$ cat src/mdipc_pkg.sv
/*
 Constants, field positions, reset values and carrier types of the
 motion detect, interrupt and power control block.
 Assumes a single 100 MHz clock domain for the block's own logic.
*/
package mdipc_pkg;
	localparam logic [5:0] ADDR_ID        = 6'h00;
	localparam logic [5:0] ADDR_QUIET_DUR = 6'h26;
	localparam logic [5:0] ADDR_AXIS_CTL  = 6'h27;
	localparam logic [5:0] ADDR_RATE      = 6'h2c;
	localparam logic [5:0] ADDR_POWER     = 6'h2d;
	localparam logic [5:0] ADDR_IRQ_EN    = 6'h2e;
	localparam logic [5:0] ADDR_IRQ_SEL   = 6'h2f;
	localparam logic [5:0] ADDR_FLAGS     = 6'h30;
	localparam logic [5:0] ADDR_FORMAT    = 6'h31;
	localparam logic [5:0] ADDR_DATA_LO   = 6'h32;
	localparam logic [5:0] ADDR_DATA_HI   = 6'h37;
	localparam logic [7:0] RST_RATE       = 8'h0a;
	localparam logic [7:0] RST_FLAGS      = 8'h02;
	localparam logic [7:0] MASK_RATE      = 8'h1f;
	localparam logic [7:0] MASK_POWER     = 8'h3f;
	localparam logic [7:0] MASK_IRQ       = 8'h9b;
	localparam logic [7:0] MASK_FORMAT    = 8'hef;
	localparam logic [7:0] MASK_FIFO_FLAG = 8'h83;
	localparam logic [7:0] MASK_MOT_FLAG  = 8'h18;
	localparam int BIT_ACT_AC   = 7;
	localparam int BIT_ACT_X    = 6;
	localparam int BIT_QUIET_AC = 3;
	localparam int BIT_QUIET_X  = 2;
	localparam int BIT_LOWPWR   = 4;
	localparam int BIT_LINK     = 5;
	localparam int BIT_AUTO     = 4;
	localparam int BIT_MEASURE  = 3;
	localparam int BIT_SLEEP    = 2;
	localparam int BIT_DREADY   = 7;
	localparam int BIT_ACT      = 4;
	localparam int BIT_QUIET    = 3;
	localparam int BIT_WMARK    = 1;
	localparam int BIT_OVR      = 0;
	localparam int BIT_SELFTEST = 7;
	localparam int BIT_3WIRE    = 6;
	localparam int BIT_INVERT   = 5;
	localparam int BIT_FULLRES  = 3;
	localparam int BIT_JUSTIFY  = 2;
	localparam int SPI_RW_BIT   = 7;
	localparam int QUIET_LSB_S   = 1;
	localparam int CLK_FREQ_HZ   = 100000000;
	localparam int QUIET_LSB_CYC = QUIET_LSB_S * CLK_FREQ_HZ;
	typedef struct packed {
		logic [2:0][15:0] axis;
	} mdipc_sample_type;
	typedef struct packed {
		logic       rd;
		logic       mb;
		logic [5:0] addr;
	} mdipc_cmd_type;
	typedef enum logic {LINK_SEEK_QUIET, LINK_SEEK_MOTION} mdipc_link_type;
endpackage

$ cat src/mdipc_top.sv
/*
 Motion detect, interrupt and power control with its SPI register port.
 Assumes samples arrive on clk_in at 2.9 mg per count, sign in bit 15,
 and that FIFO events are one-cycle pulses on clk_in.
*/
`timescale 1ns/1ns
`default_nettype none
module mdipc_top
	import mdipc_pkg::*;
#(
	parameter int unsigned CYC_PER_SEC = QUIET_LSB_CYC,
	parameter logic [7:0]  DEV_ID      = 8'h5a
) (
	input  wire logic        clk_in,               // 100 MHz clock
	input  wire logic        rst_in,               // async reset, high
	input  wire logic        ce_in,                // clock enable
	input  wire logic        spi_cs_n_in,          // chip select, low
	input  wire logic        spi_sclk_in,          // serial clock
	input  wire logic        spi_sdi_in,           // 4-wire data in
	input  wire logic        spi_sdio_in,          // 3-wire data in
	output logic             spi_sdo_out,          // data out
	output logic             spi_sdo_oe_n_out,     // drive enable, low
	input  wire logic        sample_valid_in,      // new sample pulse
	input  wire mdipc_sample_type sample_in,       // x, y, z samples
	input  wire logic [7:0]  motion_threshold_in,  // motion threshold
	input  wire logic [7:0]  quiet_threshold_in,   // quiet threshold
	input  wire logic        dready_event_in,      // data ready pulse
	input  wire logic        watermark_event_in,   // watermark pulse
	input  wire logic        overrun_event_in,     // overrun pulse
	output logic             irq_line_a_out,       // interrupt line a
	output logic             irq_line_b_out,       // interrupt line b
	output logic             measure_out,          // measurement mode
	output logic             sleep_out,            // sleeping
	output logic             fifo_write_en_out,    // FIFO may take data
	output logic             data_read_out,        // axis data read pulse
	output logic             low_power_out,        // reduced power
	output logic [3:0]       sample_rate_out,      // rate code
	output logic [1:0]       doze_reading_rate_out, // sleep rate code
	output logic             self_test_out,        // test force on
	output logic             three_wire_out,       // 3-wire SPI
	output logic             scaled_resolution_mode_out, // scaled res
	output logic             justify_out,          // left justify
	output logic [1:0]       range_out             // g range code
);
	logic [7:0]       dur_q, axis_q, rate_q, power_q;
	logic [7:0]       en_q, sel_q, fmt_q, flags_q, rpt_q;
	logic [2:0]       sync1_q, sync2_q, sync3_q, pin_q;
	logic             sclk_prev_q, cmd_done_q, doze_q;
	logic [2:0]       bit_cnt_q;
	logic [6:0]       shift_q;
	logic [7:0]       tx_q;
	mdipc_cmd_type    cmd_q;
	mdipc_sample_type data_q;
	mdipc_link_type   st_q;
	logic             aref_ok_q, qref_ok_q, q_arm_q, q_fired_q;
	logic [31:0]      tick_q;
	logic [7:0]       secs_q;
	logic             irq_a_q, irq_b_q, sdo_q, oe_n_q;
	logic             fifo_wr_q, sleep_q, data_rd_q;
	logic [2:0]       act_hit_w, q_hit_w;

	// pins pass three flops; a level is taken once stages two and three agree
	wire logic [2:0] pin_raw_w = {spi_cs_n_in, spi_sclk_in,
		fmt_q[BIT_3WIRE] ? spi_sdio_in : spi_sdi_in};
	wire logic [2:0] agree_w = ~(sync2_q ^ sync3_q);
	wire logic [2:0] pin_d = (sync2_q & agree_w) | (pin_q & ~agree_w);
	wire logic cs_n_w = pin_q[2];
	wire logic rise_w = pin_q[1] & ~sclk_prev_q & ~cs_n_w;

	always_ff @(posedge clk_in or posedge rst_in) begin
		if (rst_in) begin
			sync1_q <= 3'h7;
			sync2_q <= 3'h7;
			sync3_q <= 3'h7;
			pin_q <= 3'h7;
			sclk_prev_q <= 1'b1;
		end else if (ce_in) begin
			sync1_q <= pin_raw_w;
			sync2_q <= sync1_q;
			sync3_q <= sync2_q;
			pin_q <= pin_d;
			sclk_prev_q <= pin_q[1];
		end
	end

	// serial framing: command byte, then data bytes, MSB first
	wire logic [7:0] byte_w = {shift_q, pin_q[0]};
	wire logic byte_end_w = rise_w && (bit_cnt_q == 3'h7);
	wire logic [5:0] nxt_addr_w = cmd_q.mb ? 6'(cmd_q.addr + 6'h01)
		: cmd_q.addr;
	wire logic [5:0] acc_addr_w = cmd_done_q ? nxt_addr_w : byte_w[5:0];
	wire logic rd_load_w = byte_end_w
		&& (cmd_done_q ? cmd_q.rd : byte_w[SPI_RW_BIT]);
	wire logic wr_w = byte_end_w && cmd_done_q && !cmd_q.rd;
	wire logic rd_done_w = byte_end_w && cmd_done_q && cmd_q.rd;
	// side effects act only once a read byte has gone out in full
	wire logic flag_rd_w = rd_done_w && (cmd_q.addr == ADDR_FLAGS);
	wire logic data_rd_w = rd_done_w && (cmd_q.addr >= ADDR_DATA_LO)
		&& (cmd_q.addr <= ADDR_DATA_HI);
	wire logic [2:0] didx_w = 3'(acc_addr_w - ADDR_DATA_LO);
	wire logic [15:0] dword_w = data_q.axis[didx_w[2:1]];
	wire logic in_data_w = (acc_addr_w >= ADDR_DATA_LO)
		&& (acc_addr_w <= ADDR_DATA_HI);
	wire logic [7:0] rd_data_w =
		(acc_addr_w == ADDR_ID)        ? DEV_ID :
		(acc_addr_w == ADDR_QUIET_DUR) ? dur_q :
		(acc_addr_w == ADDR_AXIS_CTL)  ? axis_q :
		(acc_addr_w == ADDR_RATE)      ? rate_q :
		(acc_addr_w == ADDR_POWER)     ? power_q :
		(acc_addr_w == ADDR_IRQ_EN)    ? en_q :
		(acc_addr_w == ADDR_IRQ_SEL)   ? sel_q :
		(acc_addr_w == ADDR_FLAGS)     ? flags_q :
		(acc_addr_w == ADDR_FORMAT)    ? fmt_q :
		!in_data_w                     ? 8'h00 :
		didx_w[0]                      ? dword_w[15:8] : dword_w[7:0];

	always_ff @(posedge clk_in or posedge rst_in) begin
		if (rst_in) begin
			bit_cnt_q <= 3'h0;
			shift_q <= 7'h00;
			cmd_done_q <= 1'b0;
			cmd_q <= '0;
			tx_q <= 8'h00;
			rpt_q <= 8'h00;
			sdo_q <= 1'b0;
			oe_n_q <= 1'b1;
		end else if (ce_in) begin
			if (cs_n_w) begin
				bit_cnt_q <= 3'h0;
				cmd_done_q <= 1'b0;
				oe_n_q <= 1'b1;
			end else if (rise_w) begin
				bit_cnt_q <= 3'(bit_cnt_q + 3'h1);
				shift_q <= byte_w[6:0];
				if (byte_end_w) begin
					cmd_done_q <= 1'b1;
					if (!cmd_done_q)
						cmd_q <= mdipc_cmd_type'(byte_w);
					else
						cmd_q.addr <= nxt_addr_w;
					if (rd_load_w) begin
						tx_q <= rd_data_w;
						rpt_q <= rd_data_w;
						sdo_q <= rd_data_w[7];
						oe_n_q <= 1'b0;
					end
				end else if (!oe_n_q) begin
					tx_q <= {tx_q[6:0], 1'b0};
					sdo_q <= tx_q[6];
				end
			end
		end
	end

	// register writes; fixed zero fields are masked off
	wire logic we_dur_w  = wr_w && (cmd_q.addr == ADDR_QUIET_DUR);
	wire logic we_axis_w = wr_w && (cmd_q.addr == ADDR_AXIS_CTL);
	wire logic we_rate_w = wr_w && (cmd_q.addr == ADDR_RATE);
	wire logic we_pwr_w  = wr_w && (cmd_q.addr == ADDR_POWER);
	wire logic we_en_w   = wr_w && (cmd_q.addr == ADDR_IRQ_EN);
	wire logic we_sel_w  = wr_w && (cmd_q.addr == ADDR_IRQ_SEL);
	wire logic we_fmt_w  = wr_w && (cmd_q.addr == ADDR_FORMAT);

	always_ff @(posedge clk_in or posedge rst_in) begin
		if (rst_in) begin
			dur_q <= 8'h00;
			axis_q <= 8'h00;
			rate_q <= RST_RATE;
			power_q <= 8'h00;
			en_q <= 8'h00;
			sel_q <= 8'h00;
			fmt_q <= 8'h00;
		end else if (ce_in) begin
			if (we_dur_w) dur_q <= byte_w;
			if (we_axis_w) axis_q <= byte_w;
			if (we_rate_w) rate_q <= byte_w & MASK_RATE;
			if (we_pwr_w) power_q <= byte_w & MASK_POWER;
			if (we_en_w) en_q <= byte_w & MASK_IRQ;
			if (we_sel_w) sel_q <= byte_w & MASK_IRQ;
			if (we_fmt_w) fmt_q <= byte_w & MASK_FORMAT;
		end
	end

	// mode decode
	wire logic measure_w = power_q[BIT_MEASURE];
	wire logic sleep_w = power_q[BIT_SLEEP] | doze_q;
	wire logic act_on_w = |axis_q[BIT_ACT_X -: 3];
	wire logic q_on_w = |axis_q[BIT_QUIET_X -: 3];
	wire logic link_w = power_q[BIT_LINK];
	wire logic link_both_w = link_w && act_on_w && q_on_w;
	wire logic act_run_w = measure_w && act_on_w
		&& (!link_both_w || st_q == LINK_SEEK_MOTION);
	// quiet waits for the motion flag to be cleared in linked mode
	wire logic q_run_w = measure_w && q_on_w && !sleep_w
		&& (!link_both_w || (st_q == LINK_SEEK_QUIET
		&& !flags_q[BIT_ACT]));
	wire logic act_ac_w = axis_q[BIT_ACT_AC];
	wire logic q_ac_w = axis_q[BIT_QUIET_AC];
	wire logic [17:0] act_lim_w = {6'h00, motion_threshold_in, 4'h0};
	wire logic [17:0] q_lim_w = {6'h00, quiet_threshold_in, 4'h0};
	wire logic aref_load_w = sample_valid_in && act_run_w && !aref_ok_q;
	wire logic q_noisy_w = |q_hit_w;
	wire logic qref_load_w = sample_valid_in && q_run_w
		&& (!qref_ok_q || q_noisy_w);

	for (genvar i = 0; i < 3; i++) begin : g_axis
		logic [15:0] aref_q, qref_q;
		wire logic signed [17:0] cur_w = 18'($signed(sample_in.axis[i]));
		wire logic signed [17:0] adif_w = act_ac_w
			? cur_w - 18'($signed(aref_q)) : cur_w;
		wire logic signed [17:0] qdif_w = q_ac_w
			? cur_w - 18'($signed(qref_q)) : cur_w;
		wire logic [17:0] amag_w = adif_w[17] ? 18'(-adif_w) : adif_w;
		wire logic [17:0] qmag_w = qdif_w[17] ? 18'(-qdif_w) : qdif_w;
		assign act_hit_w[i] = axis_q[BIT_ACT_X - i]
			&& (amag_w > act_lim_w);
		assign q_hit_w[i] = axis_q[BIT_QUIET_X - i]
			&& (qmag_w >= q_lim_w);
		always_ff @(posedge clk_in or posedge rst_in) begin
			if (rst_in) begin
				aref_q <= 16'h0000;
				qref_q <= 16'h0000;
			end else if (ce_in) begin
				if (aref_load_w) aref_q <= sample_in.axis[i];
				if (qref_load_w) qref_q <= sample_in.axis[i];
			end
		end
	end

	wire logic act_ready_w = !act_ac_w || aref_ok_q;
	wire logic q_ready_w = !q_ac_w || qref_ok_q;
	wire logic act_ev_w = sample_valid_in && act_run_w && act_ready_w
		&& (|act_hit_w);
	wire logic q_good_w = sample_valid_in && q_run_w && q_ready_w
		&& !q_noisy_w;
	wire logic q_ev_w = q_good_w && (secs_q >= dur_q)
		&& !q_fired_q;
	wire logic q_reset_w = !q_run_w
		|| (sample_valid_in && (q_noisy_w || !q_ready_w));
	wire logic sec_wrap_w = tick_q == 32'(CYC_PER_SEC - 1);

	// quiet timing counts whole seconds from the first quiet sample
	always_ff @(posedge clk_in or posedge rst_in) begin
		if (rst_in) begin
			aref_ok_q <= 1'b0;
			qref_ok_q <= 1'b0;
			q_arm_q <= 1'b0;
			q_fired_q <= 1'b0;
			tick_q <= 32'h0;
			secs_q <= 8'h00;
		end else if (ce_in) begin
			aref_ok_q <= act_run_w && (aref_ok_q || aref_load_w);
			qref_ok_q <= q_run_w && (qref_ok_q || qref_load_w);
			if (q_reset_w) begin
				q_arm_q <= 1'b0;
				q_fired_q <= 1'b0;
				tick_q <= 32'h0;
				secs_q <= 8'h00;
			end else begin
				if (q_good_w) q_arm_q <= 1'b1;
				if (q_ev_w) q_fired_q <= 1'b1;
				if (q_arm_q) begin
					tick_q <= sec_wrap_w ? 32'h0 : 32'(tick_q + 32'h1);
					if (sec_wrap_w && secs_q != 8'hff)
						secs_q <= 8'(secs_q + 8'h01);
				end
			end
		end
	end

	// linked sequencing and automatic sleep
	always_ff @(posedge clk_in or posedge rst_in) begin
		if (rst_in) begin
			st_q <= LINK_SEEK_QUIET;
			doze_q <= 1'b0;
		end else if (ce_in) begin
			if (!link_both_w)
				st_q <= LINK_SEEK_QUIET;
			else if (q_ev_w)
				st_q <= LINK_SEEK_MOTION;
			else if (act_ev_w)
				st_q <= LINK_SEEK_QUIET;
			if (!link_w || !power_q[BIT_AUTO] || !measure_w || act_ev_w)
				doze_q <= 1'b0;
			else if (q_ev_w)
				doze_q <= 1'b1;
		end
	end

	// flags: set beats clear in the same cycle
	wire logic [7:0] flag_set_w = {dready_event_in && !sleep_w, 2'b00,
		act_ev_w, q_ev_w, 1'b0, watermark_event_in,
		overrun_event_in};
	wire logic [7:0] flag_clr_w = (data_rd_w ? MASK_FIFO_FLAG : 8'h00)
		| (flag_rd_w ? (rpt_q & MASK_MOT_FLAG) : 8'h00);
	wire logic [7:0] pend_w = flags_q & en_q;
	wire logic inv_w = fmt_q[BIT_INVERT];

	always_ff @(posedge clk_in or posedge rst_in) begin
		if (rst_in) begin
			flags_q <= RST_FLAGS;
			irq_a_q <= 1'b0;
			irq_b_q <= 1'b0;
			data_q <= '0;
			fifo_wr_q <= 1'b0;
			sleep_q <= 1'b0;
			data_rd_q <= 1'b0;
		end else if (ce_in) begin
			flags_q <= (flags_q & ~flag_clr_w) | flag_set_w;
			irq_a_q <= (|(pend_w & ~sel_q)) ^ inv_w;
			irq_b_q <= (|(pend_w & sel_q)) ^ inv_w;
			if (sample_valid_in && measure_w && !sleep_w)
				data_q <= sample_in;
			fifo_wr_q <= measure_w && !sleep_w;
			sleep_q <= sleep_w;
			data_rd_q <= data_rd_w;
		end
	end

	assign spi_sdo_out = sdo_q;
	assign spi_sdo_oe_n_out = oe_n_q;
	assign irq_line_a_out = irq_a_q;
	assign irq_line_b_out = irq_b_q;
	assign measure_out = power_q[BIT_MEASURE];
	assign sleep_out = sleep_q;
	assign fifo_write_en_out = fifo_wr_q;
	assign data_read_out = data_rd_q;
	assign low_power_out = rate_q[BIT_LOWPWR];
	assign sample_rate_out = rate_q[3:0];
	assign doze_reading_rate_out = power_q[1:0];
	assign self_test_out = fmt_q[BIT_SELFTEST];
	assign three_wire_out = fmt_q[BIT_3WIRE];
	assign scaled_resolution_mode_out = fmt_q[BIT_FULLRES];
	assign justify_out = fmt_q[BIT_JUSTIFY];
	assign range_out = fmt_q[1:0];
endmodule
`default_nettype wire

$ cat config.mk
export PLATFORM = sky130hd
export DESIGN_NAME = mdipc_top
export DESIGN_NICKNAME = d
export VERILOG_FILES = /design/src/mdipc_pkg.sv /design/src/mdipc_top.sv
export SDC_FILE = /design/constraint.sdc
export NUM_CORES = 1
export LEC_CHECK = 0
export ABC_CLOCK_PERIOD_IN_PS = 26300
export BUFFER_PORTS_ARGS = -buffer_cell sky130_fd_sc_hd__buf_2
export CAP_MARGIN = 20
export CORE_UTILIZATION = 55
export CTS_CLUSTER_SIZE = 40
export DETAILED_ROUTE_END_ITERATION = 7
export PLACE_DENSITY = 0.73
export RECOVER_POWER = 50
export SLEW_MARGIN = 30
export SYNTH_ARGS = -nofsm -noshare
export SYNTH_HDL_FRONTEND = slang
export SYNTH_SLANG_ARGS = --single-unit
$ cat constraint.sdc
create_clock -name clk_in -period 26.3 [get_ports clk_in]
set_clock_uncertainty 0.2 [all_clocks]
set_input_delay 1.315 -clock clk_in [delete_from_list [all_inputs] [get_ports clk_in]]
set_output_delay 1.315 -clock clk_in [all_outputs]
set_load 0.05 [all_outputs]
==> reports/results.ini, run 1 <==
[power_and_ir_drop]
p_sw_w = 0.000426
pwr-share-clk_pct = 41.2
p_sw_share_pct = 31.6
intPower_w = 0.000924
p_leak_nw = 11.0
vdd_drop_max_mv = 0.0544
power_frac_seq_pct = 36.5
p_per_area_nw_per_um2 = 54.1
pwr-share-comb_pct = 22.2
p_total_w = 0.00135

[critical_path]
worstRegToRegCells = 25
critPathLaunchType = input pin
r2r-start = g_axis[2].qref_q[0]
cp_max_fo = 130
arrival_ns = 11.19
ff2ff_setup_slack_ns = 18.99
cp-end-kind = asynchronous set/reset pin
crit_type = input pin to asynchronous set/reset pin
r2r-end = g_axis[1].qref_q[3]
critical_path_required_ns = 24.40

[run]
drv_cap = 4

[hold_path]
hold_depth = 2
hold_start = tx_q[1]
min_to = tx_q[1]
hp-class = flip-flop to flip-flop

[timing]
slew_violations = 341
fin_crit_sh_pct = 49.8
fmax_mhz = 76.4
tns_ns = 0
hold_violations = 0
setup_violations = 0
rsz0062_at_grt = no
worst_pin_slew_ns = 6.03
relSlewSlack_pct = -302
min_period_ns = 13.08

[synth]
syn_area_um2 = 22700
synthFlopType = dfrtp_1
yosys-top-cells-count = dfrtp_1, nand2_1, o21ai_0
ys_seq_area_share_pct = 31.7
async_reset_ff_share_pct = 100
ys_seq_elements = 287
synthTopCellsByArea = dfrtp_1, ha_1, mux2_2
synth_top_area_share_pct = 29.7
synth_edf_count = 0
avgSynthCellArea_um2 = 8.82
yosysTopAreaCell = dfrtp_1
synth.most_common_cell = dfrtp_1
synth.distinct_cells = 101
syn_inst = 2577
synth_nets = 2824
ys_warn_count = 0

[routing]
drtPass1Iterations = 5
dr_total_vias = 20329
ant_nets = 0
drt-total-wl_um = 66800
vias_per_cell = 6.37
wl_per_cell_um = 20.9
drt_iter0_drc = 1836
drc = 0

[layout]
fillers = 3519
area_growth_pct = 9.84
fin_area_um2 = 25000
fin_nets = 2876
diodes = 0
drive_above_1_share_pct = 15.7

[global_routing]
grt_pass1_wl_um = 106000
grt_max_degree = 159
antenna_found_initial = 1
grt_pass1_vias = 19480
grt_overflow = 0
grt_util_all_layers_pct = 31.9

[clock_network]
cts_buffers = 37
cts_hold_buf = 0
cts_tree = done
worstSkewPairLatency_ns = 0.56
cts_resized = 0
clock-sinks = 287
clk_pin_slew_ns = 0.06
cts_setup_buffers = 0
cts_max_level = 2
clock_path_buffers = 3
clockRootBuffer = clkbuf_16

[die]
dieArea_um2 = 42100
rows = 74
fp.dieW_um = 205
initial_core_util_pct = 55.8
die_y_um = 205
core_um2 = 40700
io_pins = 96

[placement]
dp_hpwl_um = 48100
place.gp.congestion = 0.947
port_buffers = 95
place_area_um2 = 23600

[run_status]
violations = max-capacitance violations, max-slew violations
status = complete, but fails checks

-- cells by family after synthesis --
family                   share of synthesized area [%]
flip-flops                                        31.7
adder cells (fa/ha/maj)                           9.67
XOR/XNOR                                          3.89
AO/OA/AOI/OAI                                     20.1
multiplexers                                      11.3
AND/OR/NAND/NOR                                   18.5
buffers and inverters                             4.89
-- power groups by stage --
stage | registers (W) | clock network (W) | logic (W)
floorplan | 0.000485 | 0 | 0.000219
global placement | 0.000498 | 0 | 0.000285
detailed placement | 0.000499 | 0 | 0.000294
CTS | 0.000492 | 0.000564 | 0.000297
global route | 0.000495 | 0.000579 | 0.000332
finish | 0.000493 | 0.000556 | 0.000300
-- critical path: stages --
cell and delay, ns:
buf_2 0.10, clkinvlp_2 3.11, clkbuf_1 2.17, clkbuf_1 4.34
-- layout by cell type, fill, tap and decap left out, types with 53 or more instances in the layout --
master | Yosys | layout
dfrtp_1 | 270 | 268
nand2_1 | 235 | 235
o21ai_0 | 187 | 187
inv_1 | 182 | 181
ha_1 | 166 | 166
nor2_1 | 162 | 160
a21oi_1 | 157 | 154
mux2_2 | 142 | 142
buf_2 | 18 | 95
nand3_1 | 69 | 69
mux2i_1 | 56 | 56
xnor2_1 | 53 | 53
-- per-stage QoR --
| step | hold WS [ns] | worst slack, ns | cells | utilization [%] |
|---|---|---|---|---|
| floorplan | 0.249 | 16.89 | 2577 | - |
| global placement | 0.266 | 17.96 | 3120 | 57.9 |
| detailed placement | 0.272 | 17.87 | 3120 | 58.0 |
| CTS | 0.283 | 18.47 | 3188 | 61.2 |
| global route | 0.302 | 10.58 | 3190 | 61.2 |
| finish | 0.283 | 13.22 | 3190 | 61.2 |
-- cell type report --
type | count | area (um2) | area share [%]
multi-input cells | 2008 | 14500 | 58.0
flip-flops and latches | 287 | 7210 | 28.9
clock buffers | 46 | 1000 | 4.01
inverters | 183 | 688 | 2.76
well taps | 532 | 666 | 2.67
repair buffers | 112 | 589 | 2.36
clock inverters | 22 | 332 | 1.33
-- sequential cells by signal (all words and copies together), names as in the netlist, 5 cells and up, named ones only --
| signal | count |
|---|---|
| rate_q | 5 |
| tx_q | 7 |
| cmd_q | 8 |
| g_axis.qref_q | 48 |
| dur_q | 8 |
| shift_q | 7 |
| tick_q | 32 |
| en_q | 5 |
| secs_q | 8 |
| g_axis.aref_q | 48 |
| fmt_q | 7 |
| axis_q | 8 |
| sel_q | 5 |
| flags_q | 5 |
| power_q | 6 |
| data_q | 48 |
-- layer usage --
metal | up-vias | share of wire (%) | wire (um) | GRT usage (%)
met1 | 9864 | 44 | 29400 | 43.5
met2 | 700 | 45 | 30100 | 50.4
met4 | 2 | 4.1 | 2710 | 13.0
li1 | 9588 | - | - | -
met3 | 175 | 6.8 | 4550 | 5.32
met5 | - | 0.019 | 13 | 0
-- how the worst max path moves through the flow --
stage | start | cells after the start | slack, ns | to
finish | rst_in | 4 | 13.22 | axis_q[7]
floorplan | rst_in | 1 | 16.89 | aref_ok_q
CTS | sample_in[32] | 27 | 18.47 | g_axis[0].qref_q[6]
global placement | sample_in[32] | 27 | 17.96 | g_axis[2].qref_q[10]
detailed placement | sample_in[32] | 27 | 17.87 | g_axis[1].qref_q[3]
global route | rst_in | 4 | 10.58 | axis_q[7]
No activity file was read; power rests on OpenSTA's default activity.
==> run 2: changes to the inputs <==
ABC_AREA = 1   (was not set)
ABC_CLOCK_PERIOD_IN_PS = 12000   (was 26300)
PLACE_DENSITY = 0.76   (was 0.73)
clock period = 12 ns   (was 26.3 ns; I/O delays follow)
==> reports/results.ini, run 2 <==
[synth]
synth_edf_count = 0  ; unchanged
syn_area_um2 = 24300  ; +6.8%
synthTopCellsByArea = dfrtp_1, nand2_1, ha_1
synth_nets = 3918  ; +39%
async_reset_ff_share_pct = 100  ; unchanged
synth.distinct_cells = 61  ; -40%
yosys-top-cells-count = nand2_1, inv_1, nand3_1
synthFlopType = dfrtp_1
avgSynthCellArea_um2 = 6.61  ; -25%
ys_seq_elements = 287  ; unchanged
synth.most_common_cell = nand2_1
ys_warn_count = 0  ; unchanged
synth_top_area_share_pct = 27.9  ; -1.9 points
ys_seq_area_share_pct = 29.7  ; -2.0 points
syn_inst = 3671  ; +42%
yosysTopAreaCell = dfrtp_1

[critical_path]
cp_max_fo = 86  ; -34%
crit_type = flip-flop to flip-flop
ff2ff_setup_slack_ns = 6.42  ; -12.57 ns
worstRegToRegCells = 27  ; +8.0%
r2r-end = g_axis[0].qref_q[5]
r2r-start = axis_q[3]
arrival_ns = 5.89  ; -5.30 ns
cp-end-kind = flip-flop
critical_path_required_ns = 12.30  ; -12.10 ns
critPathLaunchType = flip-flop

[timing]
slew_violations = 256  ; -25%
worst_pin_slew_ns = 5.60  ; -0.432 ns
setup_violations = 0  ; unchanged
rsz0062_at_grt = no
fin_crit_sh_pct = 46.5
min_period_ns = 5.58
tns_ns = 0  ; unchanged
relSlewSlack_pct = -275  ; +27 points
fmax_mhz = 179
hold_violations = 0  ; unchanged
finalHoldWorstSlack_ns = 0.0328  ; -0.251 ns

[routing]
drc = 0  ; unchanged
drt_iter0_drc = 2171  ; +18%
drt-total-wl_um = 69600  ; +4.2%
ant_nets = 0  ; unchanged
wl_per_cell_um = 16.1  ; -23%
drtPass1Iterations = 8  ; +3
dr_total_vias = 23784  ; +17%
vias_per_cell = 5.50  ; -14%

[die]
io_pins = 96  ; unchanged
rows = 76  ; +2.7%
core_um2 = 43300  ; +6.2%
fp.dieW_um = 212  ; +3.3%
initial_core_util_pct = 56.1  ; +0.29 points
dieArea_um2 = 44900  ; +6.7%
die_y_um = 212  ; +3.3%

[global_routing]
grt_max_degree = 130  ; -18%
antenna_found_initial = 0  ; -1
grt_pass1_vias = 21402  ; +9.9%
grt_util_all_layers_pct = 30.9  ; -1.0 points
grt_overflow = 0  ; unchanged
grt_pass1_wl_um = 111000  ; +5.3%

[placement]
dp_hpwl_um = 53500  ; +11%
place.gp.congestion = 0.959  ; +1.3%
dp_cells = 4266  ; +37%
port_buffers = 95  ; unchanged

[run]
drv_cap = 3  ; -1

[clock_network]
cts_tree = done
cts_resized = 0  ; unchanged
cts_hold_buf = 0  ; unchanged
clockRootBuffer = clkbuf_16
clock_path_buffers = 3  ; unchanged
cts_buffers = 31  ; -16%
clock-sinks = 287  ; unchanged
cts_max_level = 1  ; -1
worstSkewPairLatency_ns = 0.58  ; +0.02 ns
clk_pin_slew_ns = 0.06  ; about the same
cts_setup_buffers = 0  ; unchanged

[hold_path]
hp-class = input pin to flip-flop
min_to = sync1_q[1]
hold_start = spi_sclk_in
hold_depth = 3  ; +1

[layout]
fin_nets = 3962  ; +38%
final_cell_mix = nand2_1, inv_1, nand3_1
top_regs = data_q: 48 flops, g_axis.aref_q: 48 flops, g_axis.qref_q: 48 flops
final_common_cell = nand2_1
instances_no_fill = 4325  ; +36%
area_growth_pct = 7.43
diodes = 0  ; unchanged
drive_above_1_share_pct = 7.14  ; -8.5 points
utilization_pct = 60.2  ; -1.0 points
fillers = 4253  ; +21%

[power_and_ir_drop]
p_leak_nw = 13.1  ; +20%
p_total_w = 0.00269  ; +99%
vdd_drop_max_mv = 0.0922  ; +70%
p_per_area_nw_per_um2 = 103  ; +91%

[run_status]
status = complete, but fails checks
violations = max-capacitance violations, max-slew violations

run 2: cell families (layout without fill, tap and decap cells):
kind of cell | Yosys count | in the layout | synth area share, %
buffers and inverters | 638 | 707 | 10.6
AOI/OAI and AO/OA | 561 | 561 | 13.3
adders and majority gates | 172 | 172 | 9.06
xor gates and xnor gates | 104 | 104 | 3.76
DFF | 287 | 287 | 29.7
and+or+nand+nor | 1909 | 1909 | 33.6
run 2: stage by stage:
stage	area, um2	worst slack, ns
finish	26100	6.42
global route	26100	5.93
CTS	26100	6.27
detailed placement	25000	5.88
global placement	25000	6.08
floorplan	24300	3.31
run 2: worst max-delay path by stage:
| stage | slack [ns] | cells after the start | startpoint | endpoint |
|---|---|---|---|---|
| floorplan | 3.31 | 1 | rst_in | aref_ok_q |
| global placement | 6.08 | 34 | sample_in[32] | g_axis[0].qref_q[9] |
| detailed placement | 5.88 | 34 | sample_in[32] | g_axis[2].qref_q[0] |
| CTS | 6.27 | 27 | axis_q[3] | g_axis[0].qref_q[5] |
| global route | 5.93 | 27 | axis_q[3] | g_axis[0].qref_q[5] |
| finish | 6.42 | 27 | axis_q[3] | g_axis[0].qref_q[5] |
run 2: layer usage:
layer | vias up | global-route usage (%) | routed length, um
li1 | 11992 | - | -
met1 | 10938 | 43.5 | 31600
met2 | 747 | 49.8 | 31400
met3 | 107 | 3.80 | 4640
met4 | 0 | 9.02 | 1980
met5 | - | 0 | 0
run 2: report_power, final:
| group | switching (W) | internal, W | leakage, nW |
|---|---|---|---|
| Clock | 0.000403 | 0.000571 | 0.508 |
| Combinational | 0.000471 | 0.000211 | 8.76 |
| Sequential | 0.0000240 | 0.00101 | 3.87 |
run 2: layout make-up:
class | instances | area [um2] | area share (%)
clock inverters | 11 | 119 | 0.456
clock buffers | 47 | 918 | 3.52
flip-flops and latches | 287 | 7210 | 27.7
repair buffers | 108 | 557 | 2.14
multi-input cells | 2746 | 14500 | 55.6
well taps | 585 | 732 | 2.81
inverters | 541 | 2030 | 7.80
run 2: worst max-delay path: stages, from the launching register on:
cell,delay (ns)
dfrtp_2,0.72
buf_4,0.56
nand2_1,0.09
o21ai_1,0.22
ha_1,0.26
inv_1,0.05
nor2_1,0.10
nand3_1,0.10
nor2_1,0.14
nand3_1,0.12
o21ai_0,0.21
xor2_1,0.16
inv_1,0.05
ha_1,0.27
nand2_1,0.08
a21oi_1,0.05
a211oi_1,0.17
nand2_1,0.08
nand2_1,0.06
nand3_1,0.15
nand2_1,0.11
nand2_2,0.08
nor2_4,0.21
nand2_2,0.10
nand2_4,0.16
buf_6,0.60
nand2_1,0.17
o21ai_2,0.10
